==> src/pkg/nco_regs.vh <==
// register map, field positions and reset values of the phase accumulator oscillator
// assumes a 32-bit AXI4-Lite slave, one byte register per aligned word
`ifndef NCO_REGS_VH
`define NCO_REGS_VH
`define OFS_CONTROL 8'h00
`define OFS_CLOCK 8'h04
`define OFS_ACC_LOW 8'h08
`define OFS_ACC_HIGH 8'h0C
`define OFS_ACC_UPPER 8'h10
`define OFS_STEP_LOW 8'h14
`define OFS_STEP_HIGH 8'h18
`define OFS_STEP_UPPER 8'h1C
`define OFS_IRQ 8'h20
`define BIT_MODULE_ON 7
`define BIT_OUTPUT_STATE 5
`define BIT_OUTPUT_INVERT 4
`define BIT_PULSE_MODE 0
`define BIT_FLAG 0
`define BIT_FLAG_EN 1
`define BIT_PERIPH_EN 2
`define BIT_GLOBAL_EN 3
`define ACC_WIDTH 20
`define RESET_ZERO_20 20'h00000
`define RESP_OKAY 2'h0
`define RESP_SLVERR 2'h2
`define SRC_FAST_OSC 3'h1
`endif

==> src/verilog/phase_accumulator_oscillator.v <==
// phase accumulator oscillator with AXI4-Lite register access
// assumes source clocks are pins sampled on aclk; source must run below aclk/2
// Function
// RULE1 - 20-bit accumulator readable and writable as low, high, upper bytes
// RULE2 - each source rising edge: accumulator becomes accumulator plus buffered step
// RULE3 - carry out of the addition is the raw overflow pulse
// RULE4 - 20-bit step held in low, high, upper read/write byte registers
// RULE5 - software writes upper and high step bytes before the low byte
// RULE6 - enabled: low byte write loads buffer on second source rising edge
// RULE7 - disabled: any step write copies step into buffer at once
// RULE8 - adder uses hidden double-buffered step, invisible to software
// RULE9 - fixed duty mode toggles output on each overflow
// RULE10 - control bit 0 set selects pulse mode, clear selects fixed duty
// RULE11 - pulse mode: output active from edge after overflow for selected width
// RULE12 - width field gives two to the code source periods, 1 to 128
// RULE13 - width field ignored in fixed duty mode
// RULE14 - software keeps pulse width below the overflow period
// RULE15 - output inverted last when polarity bit 4 is set
// RULE16 - polarity change with interrupts enabled flags the resulting transition
// RULE17 - clock field picks oscillator, fast oscillator, logic cells one to four
// RULE18 - overflow sets flag; request needs module, flag, peripheral, global enables
// RULE19 - software clears the flag; hardware never clears it
// RULE20 - any reset clears every register to zero
// RULE21 - control bit 5 reads output, bit 7 enables the module
// RULE22 - runs in sleep; fast oscillator kept on when enabled and selected
// RULE23 - software does not write accumulator bytes while running
// RULE24 - accumulator wraps modulo two to the twentieth
//
// Decided for this implementation: the register offsets and the AXI4-Lite register port.
`timescale 1ns/10ps
`include "nco_regs.vh"

module phase_accumulator_oscillator (
	input wire aclk,
	input wire aresetn,
	input wire [31:0] s_axi_awaddr,
	input wire s_axi_awvalid,
	output reg s_axi_awready,
	input wire [31:0] s_axi_wdata,
	input wire [3:0] s_axi_wstrb,
	input wire s_axi_wvalid,
	output reg s_axi_wready,
	output reg [1:0] s_axi_bresp,
	output reg s_axi_bvalid,
	input wire s_axi_bready,
	input wire [31:0] s_axi_araddr,
	input wire s_axi_arvalid,
	output reg s_axi_arready,
	output reg [31:0] s_axi_rdata,
	output reg [1:0] s_axi_rresp,
	output reg s_axi_rvalid,
	input wire s_axi_rready,
	input wire osc_clock,
	input wire internal_fast_osc,
	input wire logic_cell_one_output,
	input wire logic_cell_two_output,
	input wire logic_cell_three_output,
	input wire logic_cell_four_output,
	output reg nco_out,
	output reg irq_request,
	output reg fast_osc_keep_on
);

// ************************************************
// registers
// ************************************************
reg module_on_q;
reg output_invert_q;
reg pulse_mode_select_q;
reg [2:0] pulse_width_sel_q;
reg [2:0] clock_source_sel_q;
reg [19:0] accum_q;
reg [19:0] step_q;
reg [19:0] step_buf_q;
reg overflow_flag_q;
reg overflow_irq_enable_q;
reg peripheral_irq_enable_q;
reg global_irq_enable_q;
reg [1:0] load_pend_q;
reg core_out_q;
reg [7:0] width_cnt_q;
reg out_final_q;
reg [5:0] src_meta_q;
reg [5:0] src_sync_q;
reg src_prev_q;
reg aw_held_q;
reg w_held_q;
reg [7:0] aw_addr_q;
reg [31:0] wdata_q;
reg [3:0] wstrb_q;
reg aw_upper_ok_q;

// ************************************************
// source clock selection and edge detect
// ************************************************
reg src_sel;
always @*
begin
	// RULE17 clock source mux
	if (clock_source_sel_q == 3'h0)
		src_sel = src_sync_q[0];
	else if (clock_source_sel_q == 3'h1)
		src_sel = src_sync_q[1];
	else if (clock_source_sel_q == 3'h2)
		src_sel = src_sync_q[2];
	else if (clock_source_sel_q == 3'h3)
		src_sel = src_sync_q[3];
	else if (clock_source_sel_q == 3'h4)
		src_sel = src_sync_q[4];
	else if (clock_source_sel_q == 3'h5)
		src_sel = src_sync_q[5];
	else
		src_sel = 1'b0;
end

wire src_rise = src_sel & ~src_prev_q & module_on_q;
// RULE2 adder with buffered step
wire [20:0] sum = {1'b0, accum_q} + {1'b0, step_buf_q};
// RULE3 carry is the raw overflow
wire carry = src_rise & sum[20];
wire [7:0] width_len = 8'h01 << pulse_width_sel_q;

// ************************************************
// bus write decode
// ************************************************
wire do_write = aw_held_q & w_held_q & ~s_axi_bvalid;
// a write above the 256-byte window must not alias onto the map
wire wr_lane = wstrb_q[0] & aw_upper_ok_q;
wire [7:0] wbyte = wdata_q[7:0];
wire wr_ctrl = do_write & wr_lane & (aw_addr_q == `OFS_CONTROL);
wire wr_clk = do_write & wr_lane & (aw_addr_q == `OFS_CLOCK);
wire wr_accl = do_write & wr_lane & (aw_addr_q == `OFS_ACC_LOW);
wire wr_acch = do_write & wr_lane & (aw_addr_q == `OFS_ACC_HIGH);
wire wr_accu = do_write & wr_lane & (aw_addr_q == `OFS_ACC_UPPER);
wire wr_incl = do_write & wr_lane & (aw_addr_q == `OFS_STEP_LOW);
wire wr_inch = do_write & wr_lane & (aw_addr_q == `OFS_STEP_HIGH);
wire wr_incu = do_write & wr_lane & (aw_addr_q == `OFS_STEP_UPPER);
wire wr_irq = do_write & wr_lane & (aw_addr_q == `OFS_IRQ);
wire map_ok = (aw_addr_q[7:2] <= 6'h08) & (aw_addr_q[1:0] == 2'h0);
wire [19:0] step_new = {wr_incu ? wbyte[3:0] : step_q[19:16],
	wr_inch ? wbyte : step_q[15:8], wr_incl ? wbyte : step_q[7:0]};
wire out_next_pre = pulse_mode_select_q ? (width_cnt_q != 8'h00) : core_out_q;
wire inv_next = wr_ctrl ? wbyte[`BIT_OUTPUT_INVERT] : output_invert_q;

// ************************************************
// synchronisers and core
// ************************************************
always @(posedge aclk)
begin
	if (!aresetn)
	begin
		src_meta_q <= 6'h00;
		src_sync_q <= 6'h00;
		src_prev_q <= 1'b0;
	end
	else
	begin
		src_meta_q <= {logic_cell_four_output, logic_cell_three_output, logic_cell_two_output,
			logic_cell_one_output, internal_fast_osc, osc_clock};
		src_sync_q <= src_meta_q;
		src_prev_q <= src_sel;
	end
end

always @(posedge aclk)
begin
	// RULE20 reset clears all
	if (!aresetn)
	begin
		module_on_q <= 1'b0;
		output_invert_q <= 1'b0;
		pulse_mode_select_q <= 1'b0;
		pulse_width_sel_q <= 3'h0;
		clock_source_sel_q <= 3'h0;
		accum_q <= `RESET_ZERO_20;
		step_q <= `RESET_ZERO_20;
		step_buf_q <= `RESET_ZERO_20;
		overflow_flag_q <= 1'b0;
		overflow_irq_enable_q <= 1'b0;
		peripheral_irq_enable_q <= 1'b0;
		global_irq_enable_q <= 1'b0;
		load_pend_q <= 2'h0;
		core_out_q <= 1'b0;
		width_cnt_q <= 8'h00;
		out_final_q <= 1'b0;
		nco_out <= 1'b0;
		irq_request <= 1'b0;
		fast_osc_keep_on <= 1'b0;
	end
	else
	begin
		if (wr_ctrl)
		begin
			// RULE21 enable bit
			module_on_q <= wbyte[`BIT_MODULE_ON];
			// RULE15 polarity bit
			output_invert_q <= wbyte[`BIT_OUTPUT_INVERT];
			// RULE10 mode select
			pulse_mode_select_q <= wbyte[`BIT_PULSE_MODE];
		end
		if (wr_clk)
		begin
			pulse_width_sel_q <= wbyte[7:5];
			clock_source_sel_q <= wbyte[2:0];
		end
		// RULE4 step byte registers
		step_q <= step_new;
		// RULE1 accumulator byte writes
		// RULE23 accumulator writes meant only when stopped
		if (wr_accl | wr_acch | wr_accu)
			accum_q <= {wr_accu ? wbyte[3:0] : accum_q[19:16],
				wr_acch ? wbyte : accum_q[15:8], wr_accl ? wbyte : accum_q[7:0]};
		else if (src_rise)
			// RULE24 wrap keeps low 20 bits
			accum_q <= sum[19:0];
		// RULE8 hidden double buffer
		if (!module_on_q)
		begin
			// RULE7 immediate load when stopped
			if (wr_incl | wr_inch | wr_incu)
				step_buf_q <= step_new;
			load_pend_q <= 2'h0;
		end
		else
		begin
			// RULE6 load on second source edge
			// RULE5 low byte write commits the step
			if (wr_incl)
				load_pend_q <= 2'h2;
			else if (src_rise && load_pend_q != 2'h0)
			begin
				load_pend_q <= load_pend_q - 2'h1;
				if (load_pend_q == 2'h1)
					step_buf_q <= step_q;
			end
		end
		if (carry)
			// RULE9 toggle on overflow
			core_out_q <= ~core_out_q;
		// RULE11 pulse starts on edge after overflow
		// RULE12 width is two to the code
		// RULE13 counter only used in pulse mode
		// RULE14 over-long widths simply restart
		if (carry)
			width_cnt_q <= width_len;
		else if (src_rise && width_cnt_q != 8'h00)
			width_cnt_q <= width_cnt_q - 8'h01;
		out_final_q <= out_next_pre ^ output_invert_q;
		nco_out <= out_next_pre ^ output_invert_q;
		// RULE19 only software clears
		if (wr_irq)
		begin
			overflow_irq_enable_q <= wbyte[`BIT_FLAG_EN];
			peripheral_irq_enable_q <= wbyte[`BIT_PERIPH_EN];
			global_irq_enable_q <= wbyte[`BIT_GLOBAL_EN];
		end
		// RULE18 overflow sets flag, set beats clear
		// RULE16 polarity flip flags the transition
		if (carry | (inv_next != output_invert_q && overflow_irq_enable_q))
			overflow_flag_q <= 1'b1;
		else if (wr_irq)
			overflow_flag_q <= wbyte[`BIT_FLAG];
		irq_request <= overflow_flag_q & module_on_q & overflow_irq_enable_q &
			peripheral_irq_enable_q & global_irq_enable_q;
		// RULE22 keep fast oscillator on
		fast_osc_keep_on <= module_on_q & (clock_source_sel_q == `SRC_FAST_OSC);
	end
end

// ************************************************
// axi4-lite slave
// ************************************************
always @(posedge aclk)
begin
	if (!aresetn)
	begin
		aw_held_q <= 1'b0;
		w_held_q <= 1'b0;
		aw_addr_q <= 8'h00;
		wdata_q <= 32'h00000000;
		wstrb_q <= 4'h0;
		aw_upper_ok_q <= 1'b0;
		s_axi_awready <= 1'b0;
		s_axi_wready <= 1'b0;
		s_axi_bvalid <= 1'b0;
		s_axi_bresp <= 2'h0;
		s_axi_arready <= 1'b0;
		s_axi_rvalid <= 1'b0;
		s_axi_rdata <= 32'h00000000;
		s_axi_rresp <= 2'h0;
	end
	else
	begin
		s_axi_awready <= ~aw_held_q & ~s_axi_awready & s_axi_awvalid;
		s_axi_wready <= ~w_held_q & ~s_axi_wready & s_axi_wvalid;
		if (s_axi_awvalid & s_axi_awready)
		begin
			aw_held_q <= 1'b1;
			aw_addr_q <= s_axi_awaddr[7:0];
			aw_upper_ok_q <= (s_axi_awaddr[31:8] == 24'h000000);
		end
		if (s_axi_wvalid & s_axi_wready)
		begin
			w_held_q <= 1'b1;
			wdata_q <= s_axi_wdata;
			wstrb_q <= s_axi_wstrb;
		end
		if (do_write)
		begin
			s_axi_bvalid <= 1'b1;
			s_axi_bresp <= map_ok && aw_upper_ok_q ? `RESP_OKAY : `RESP_SLVERR;
			aw_held_q <= 1'b0;
			w_held_q <= 1'b0;
		end
		else if (s_axi_bvalid & s_axi_bready)
			s_axi_bvalid <= 1'b0;
		s_axi_arready <= ~s_axi_arready & ~s_axi_rvalid & s_axi_arvalid;
		if (s_axi_arvalid & s_axi_arready)
		begin
			s_axi_rvalid <= 1'b1;
			s_axi_rresp <= `RESP_OKAY;
			if (s_axi_araddr[31:8] != 24'h000000)
			begin
				s_axi_rdata <= 32'h00000000;
				s_axi_rresp <= `RESP_SLVERR;
			end
			else if (s_axi_araddr[7:0] == `OFS_CONTROL)
				s_axi_rdata <= {24'h000000, module_on_q, 1'b0, out_final_q, output_invert_q, 3'h0,
					pulse_mode_select_q};
			else if (s_axi_araddr[7:0] == `OFS_CLOCK)
				s_axi_rdata <= {24'h000000, pulse_width_sel_q, 2'h0, clock_source_sel_q};
			else if (s_axi_araddr[7:0] == `OFS_ACC_LOW)
				s_axi_rdata <= {24'h000000, accum_q[7:0]};
			else if (s_axi_araddr[7:0] == `OFS_ACC_HIGH)
				s_axi_rdata <= {24'h000000, accum_q[15:8]};
			else if (s_axi_araddr[7:0] == `OFS_ACC_UPPER)
				s_axi_rdata <= {28'h0000000, accum_q[19:16]};
			else if (s_axi_araddr[7:0] == `OFS_STEP_LOW)
				s_axi_rdata <= {24'h000000, step_q[7:0]};
			else if (s_axi_araddr[7:0] == `OFS_STEP_HIGH)
				s_axi_rdata <= {24'h000000, step_q[15:8]};
			else if (s_axi_araddr[7:0] == `OFS_STEP_UPPER)
				s_axi_rdata <= {28'h0000000, step_q[19:16]};
			else if (s_axi_araddr[7:0] == `OFS_IRQ)
				s_axi_rdata <= {28'h0000000, global_irq_enable_q, peripheral_irq_enable_q,
					overflow_irq_enable_q, overflow_flag_q};
			else
			begin
				s_axi_rdata <= 32'h00000000;
				s_axi_rresp <= `RESP_SLVERR;
			end
		end
		else if (s_axi_rvalid & s_axi_rready)
			s_axi_rvalid <= 1'b0;
	end
end

endmodule // phase_accumulator_oscillator

==> config.mk <==
export PLATFORM = sky130hd
export DESIGN_NAME = phase_accumulator_oscillator
export DESIGN_NICKNAME = d
export VERILOG_FILES = /design/src/verilog/phase_accumulator_oscillator.v
export VERILOG_INCLUDE_DIRS = /design/src /design/src/pkg
export SDC_FILE = /design/constraint.sdc
export NUM_CORES = 1
export LEC_CHECK = 0
export ABC_AREA = 1
export BUFFER_PORTS_ARGS = -buffer_cell sky130_fd_sc_hd__buf_2
export CELL_PAD_IN_SITES_DETAIL_PLACEMENT = 0
export CELL_PAD_IN_SITES_GLOBAL_PLACEMENT = 1
export CORE_MARGIN = 2
export CORE_UTILIZATION = 30
export CTS_CLUSTER_DIAMETER = 120
export CTS_CLUSTER_SIZE = 12
export DETAILED_ROUTE_END_ITERATION = 8
export PLACE_DENSITY = 0.65
export SYNTH_ARGS = -nofsm -noshare
export SYNTH_HDL_FRONTEND = slang
export SYNTH_SLANG_ARGS = --single-unit
==> constraint.sdc <==
create_clock -name aclk -period 2.45 [get_ports aclk]
set_input_delay 0.1225 -clock aclk [delete_from_list [all_inputs] [get_ports aclk]]
set_output_delay 0.1225 -clock aclk [all_outputs]
set_load 0.01 [all_outputs]
==> results.txt <==
final setup fails - 0
Final min period - 2240 ps
HP Class - input port to flop
Int Power - 0.00392 W
Leak - 4.90 nW
RSZ-0062 raised after global routing - no
post-CTS setup buffer count - 0
GRT overflow - 0
critical-path cell list - ha_1 -> fa_1 -> nand2_1 -> inv_1 -> a21oi_2 -> inv_1 -> nand3_1 -> nand4_1 -> nand2_4 -> inv_2 -> nor2_1 -> nor2_1
Worst Skew - 7.90 ps
Top FF cell, synth - dfxtp_1
final worst slack - 213 ps
GR Util All Layers - 0.194
Sequential Power Share - 0.433
Hold Fails Final Rpt - 0
row count - 61
main area contributors after synthesis - dfxtp_1 (32%), nand2_1 (15%), nor2_1 (9.2%)
CP max FO - 8
Final Wtd Congestion - 0.868
Reg2Reg Launch Point - accum_q[0]
Yosys top cell area share - 0.324
Worst setup startpoint - accum_q[0]
Avg WL per Cell - 14.9 µm
max_cap viols - 0
worst reg2reg setup slack - 210 ps
CP Launch Type - flop
Compound-Gate Fraction of Synth Area - 0.129
Adder-Cell Fraction of Synth Area - 0.0384
maximum buffer depth of the clock tree - 2
Worst EP arrival - 2570 ps
DIE AREA - 0.0292 mm²
Sw Share - 0.248
slowest stage cell on the critical path - fa_1
starting DRC count in detailed routing - 635
crit path capture type - flop
I/O Pins - 157
vias - 8428
Synth async-reset ratio - 0
clk sinks - 135
commonest non-fill, non-tap cell in the layout - nand2_1
Avg Cell Area, Syn - 6.28 µm²
Post-Synth XOR/XNOR Area - 0.0105
Least-Margin Pin Slew - 555 ps
Antenna Cells - 0
Post-Synth Simple-Gate Area - 0.366
maximum clock frequency - 447 MHz
fraction of synthesized area in multiplexers - 0.00120
clock power share - 0.507
TritonRoute pass-1 iters - 5
Post-synth EDFFs - 0
main combinational cell family by area after synthesis - simple AND/OR/NAND/NOR gates
DP HPWL - 21600 µm
first-pass GRT wire length - 43000 µm
setup tns final - 0 ps
vias per cell - 4.53
CTS H-tree lvls - 4
FF-to-FF End - width_cnt_q[5]
relative slew slack - 0.628
Core ar. - 0.0276 mm²
Cells after Synth - 1329
Required @ worst endpoint - 2780 ps
Cell Pwr Density - 515 mW/mm²
TritonCTS clock tree - built
fin crit share - 0.913
Comb power frac - 0.060
run status - finished clean
Die H - 171 µm
Setup CP Type - flop to flop
Seq cells post-synth - 135
most frequent cells in the layout - nand2_1 (333), nor2_1 (204), inv_1 (180), dfxtp_1 (135), buf_2 (103)
clk slew on worst S/H paths - 70 ps
nets@finish - 1608
Final Max Tran Viols - 0
maximum vdd drop - 0.328 mV
R2R depth - 12
Worst-Skew Late Latency - 430 ps
Initial Utilization - 0.303
initial antenna violation count - 0
CTS root buffer - clkbuf_16
Die Span X - 171 µm
Layout area overhead - 21.4%
port bufs - 103
Synth area leader - dfxtp_1
Post-Place Worst Slack - 69.6 ps
Seq/Total Area, Yosys - 0.324
yosys warns - 0
Worst Setup EP - width_cnt_q[5]
Cell variety after synth - 47
fraction of layout cells with a size suffix above 1 - 0.142
final wirelength - 27800 µm
vias in the first global route - 7733
# DRC - 0
CP max stage delay - 400 ps
CTS Buf Count - 17
Syn Std Cell Area - 0.00834 mm²
Routed Antenna Nets - 0
Switching Power - 0.00129 W
largest net degree at the start of global routing - 42
repair_timing:
item,4_1_cts,5_1_grt
resized for setup,0,3
hold buffers,27,0
endpoints found under the hold margin,27,0
endpoints found under the setup margin,0,10
critical path, delay by kind of cell (launching register included):
family / cells / cell delay, ps
simple gates: 6 / 730
compound gates: 1 / 220
fa+ha+maj: 2 / 640
flops: 1 / 320
buf+inv: 3 / 220
power by group through the flow:
stage                     sequential (W)  combinational, W  clock, W
after detailed placement         0.00230          0.000284         0
after floorplan                  0.00229          0.000182         0
after CTS                        0.00226          0.000317   0.00270
after global routing             0.00226          0.000354   0.00279
after global placement           0.00230          0.000281         0
final                            0.00226          0.000313   0.00264
cell type report:
class | instances | area [µm²]
Clock buffer | 19 | 453
Clock inverter | 13 | 146
Fill cell | 3102 | 17400
Inverter | 190 | 713
Multi-Input combinational cell | 970 | 4660
Sequential cell | 135 | 2700
Tap cell | 378 | 473
Timing Repair Buffer | 156 | 981
worst min path at each step:
stage / startpoint / cells after the start / to
2_1_floorplan: osc_clock / 2 / src_meta_q[0]
3_3_place_gp: logic_cell_three_output / 3 / src_meta_q[4]
4_1_cts: s_axi_wdata[3] / 3 / wdata_q[3]
5_1_grt: s_axi_awaddr[26] / 4 / aw_upper_ok_q
3_5_place_dp: logic_cell_three_output / 3 / src_meta_q[4]
6_report: s_axi_wdata[3] / 3 / wdata_q[3]
cell families (layout without fill, tap and decap cells):
logic type      count (synthesis)  count (layout)
compound gates                200             200
buf+inv                       249             378
simple gates                  708             708
xor+xnor                       10              10
fa+ha+maj                      25              25
mux                             1               1
other cells                     1              26
flops                         135             135
cells in the mapped netlist (7+ instances only):
library cell / count
buf_4: 29
clkbuf_1: 19
nand3_2: 7
nand3_1: 99
inv_1: 180
o21ai_0: 67
o21ai_1: 30
inv_2: 9
a21oi_1: 77
nand4_1: 11
nor3_1: 20
nor2_1: 204
ha_1: 24
nand2_1: 333
dfxtp_1: 135
per-stage QoR:
| stage | instance area (µm²) | util | cells | hold slack (ps) | total power, W |
|---|---|---|---|---|---|
| after detailed placement | 9240 | 0.335 | 1802 | 306 | 0.00259 |
| after global placement | 9240 | 0.335 | 1802 | 306 | 0.00259 |
| after floorplan | 8430 | - | 1354 | 220 | 0.00247 |
| final | 10100 | 0.368 | 1861 | 24.7 | 0.00521 |
| after CTS | 10100 | 0.367 | 1861 | 13.0 | 0.00527 |
| after global routing | 10100 | 0.368 | 1861 | 70.9 | 0.00540 |
routing by layer:
| layer | wire [µm] | GRT usage | vias to the layer above |
|---|---|---|---|
| li1 | - | - | 4451 |
| met1 | 13700 | 0.273 | 3714 |
| met2 | 12100 | 0.309 | 240 |
| met3 | 1410 | 0.0280 | 23 |
| met4 | 458 | 0.0517 | 0 |
| met5 | 0 | 0 | - |
registers in the layout (all words and copies together), names as in the netlist, 3 cells and up:
| signal | flops |
|---|---|
| wdata_q | 8 |
| accum_q | 20 |
| src_meta_q | 6 |
| width_cnt_q | 8 |
| pulse_width_sel_q | 3 |
| clock_source_sel_q | 3 |
| step_q | 20 |
| aw_addr_q | 8 |
| step_buf_q | 20 |
| src_sync_q | 6 |
| s_axi_rdata | 8 |
Power figures use the tool's default switching activity.
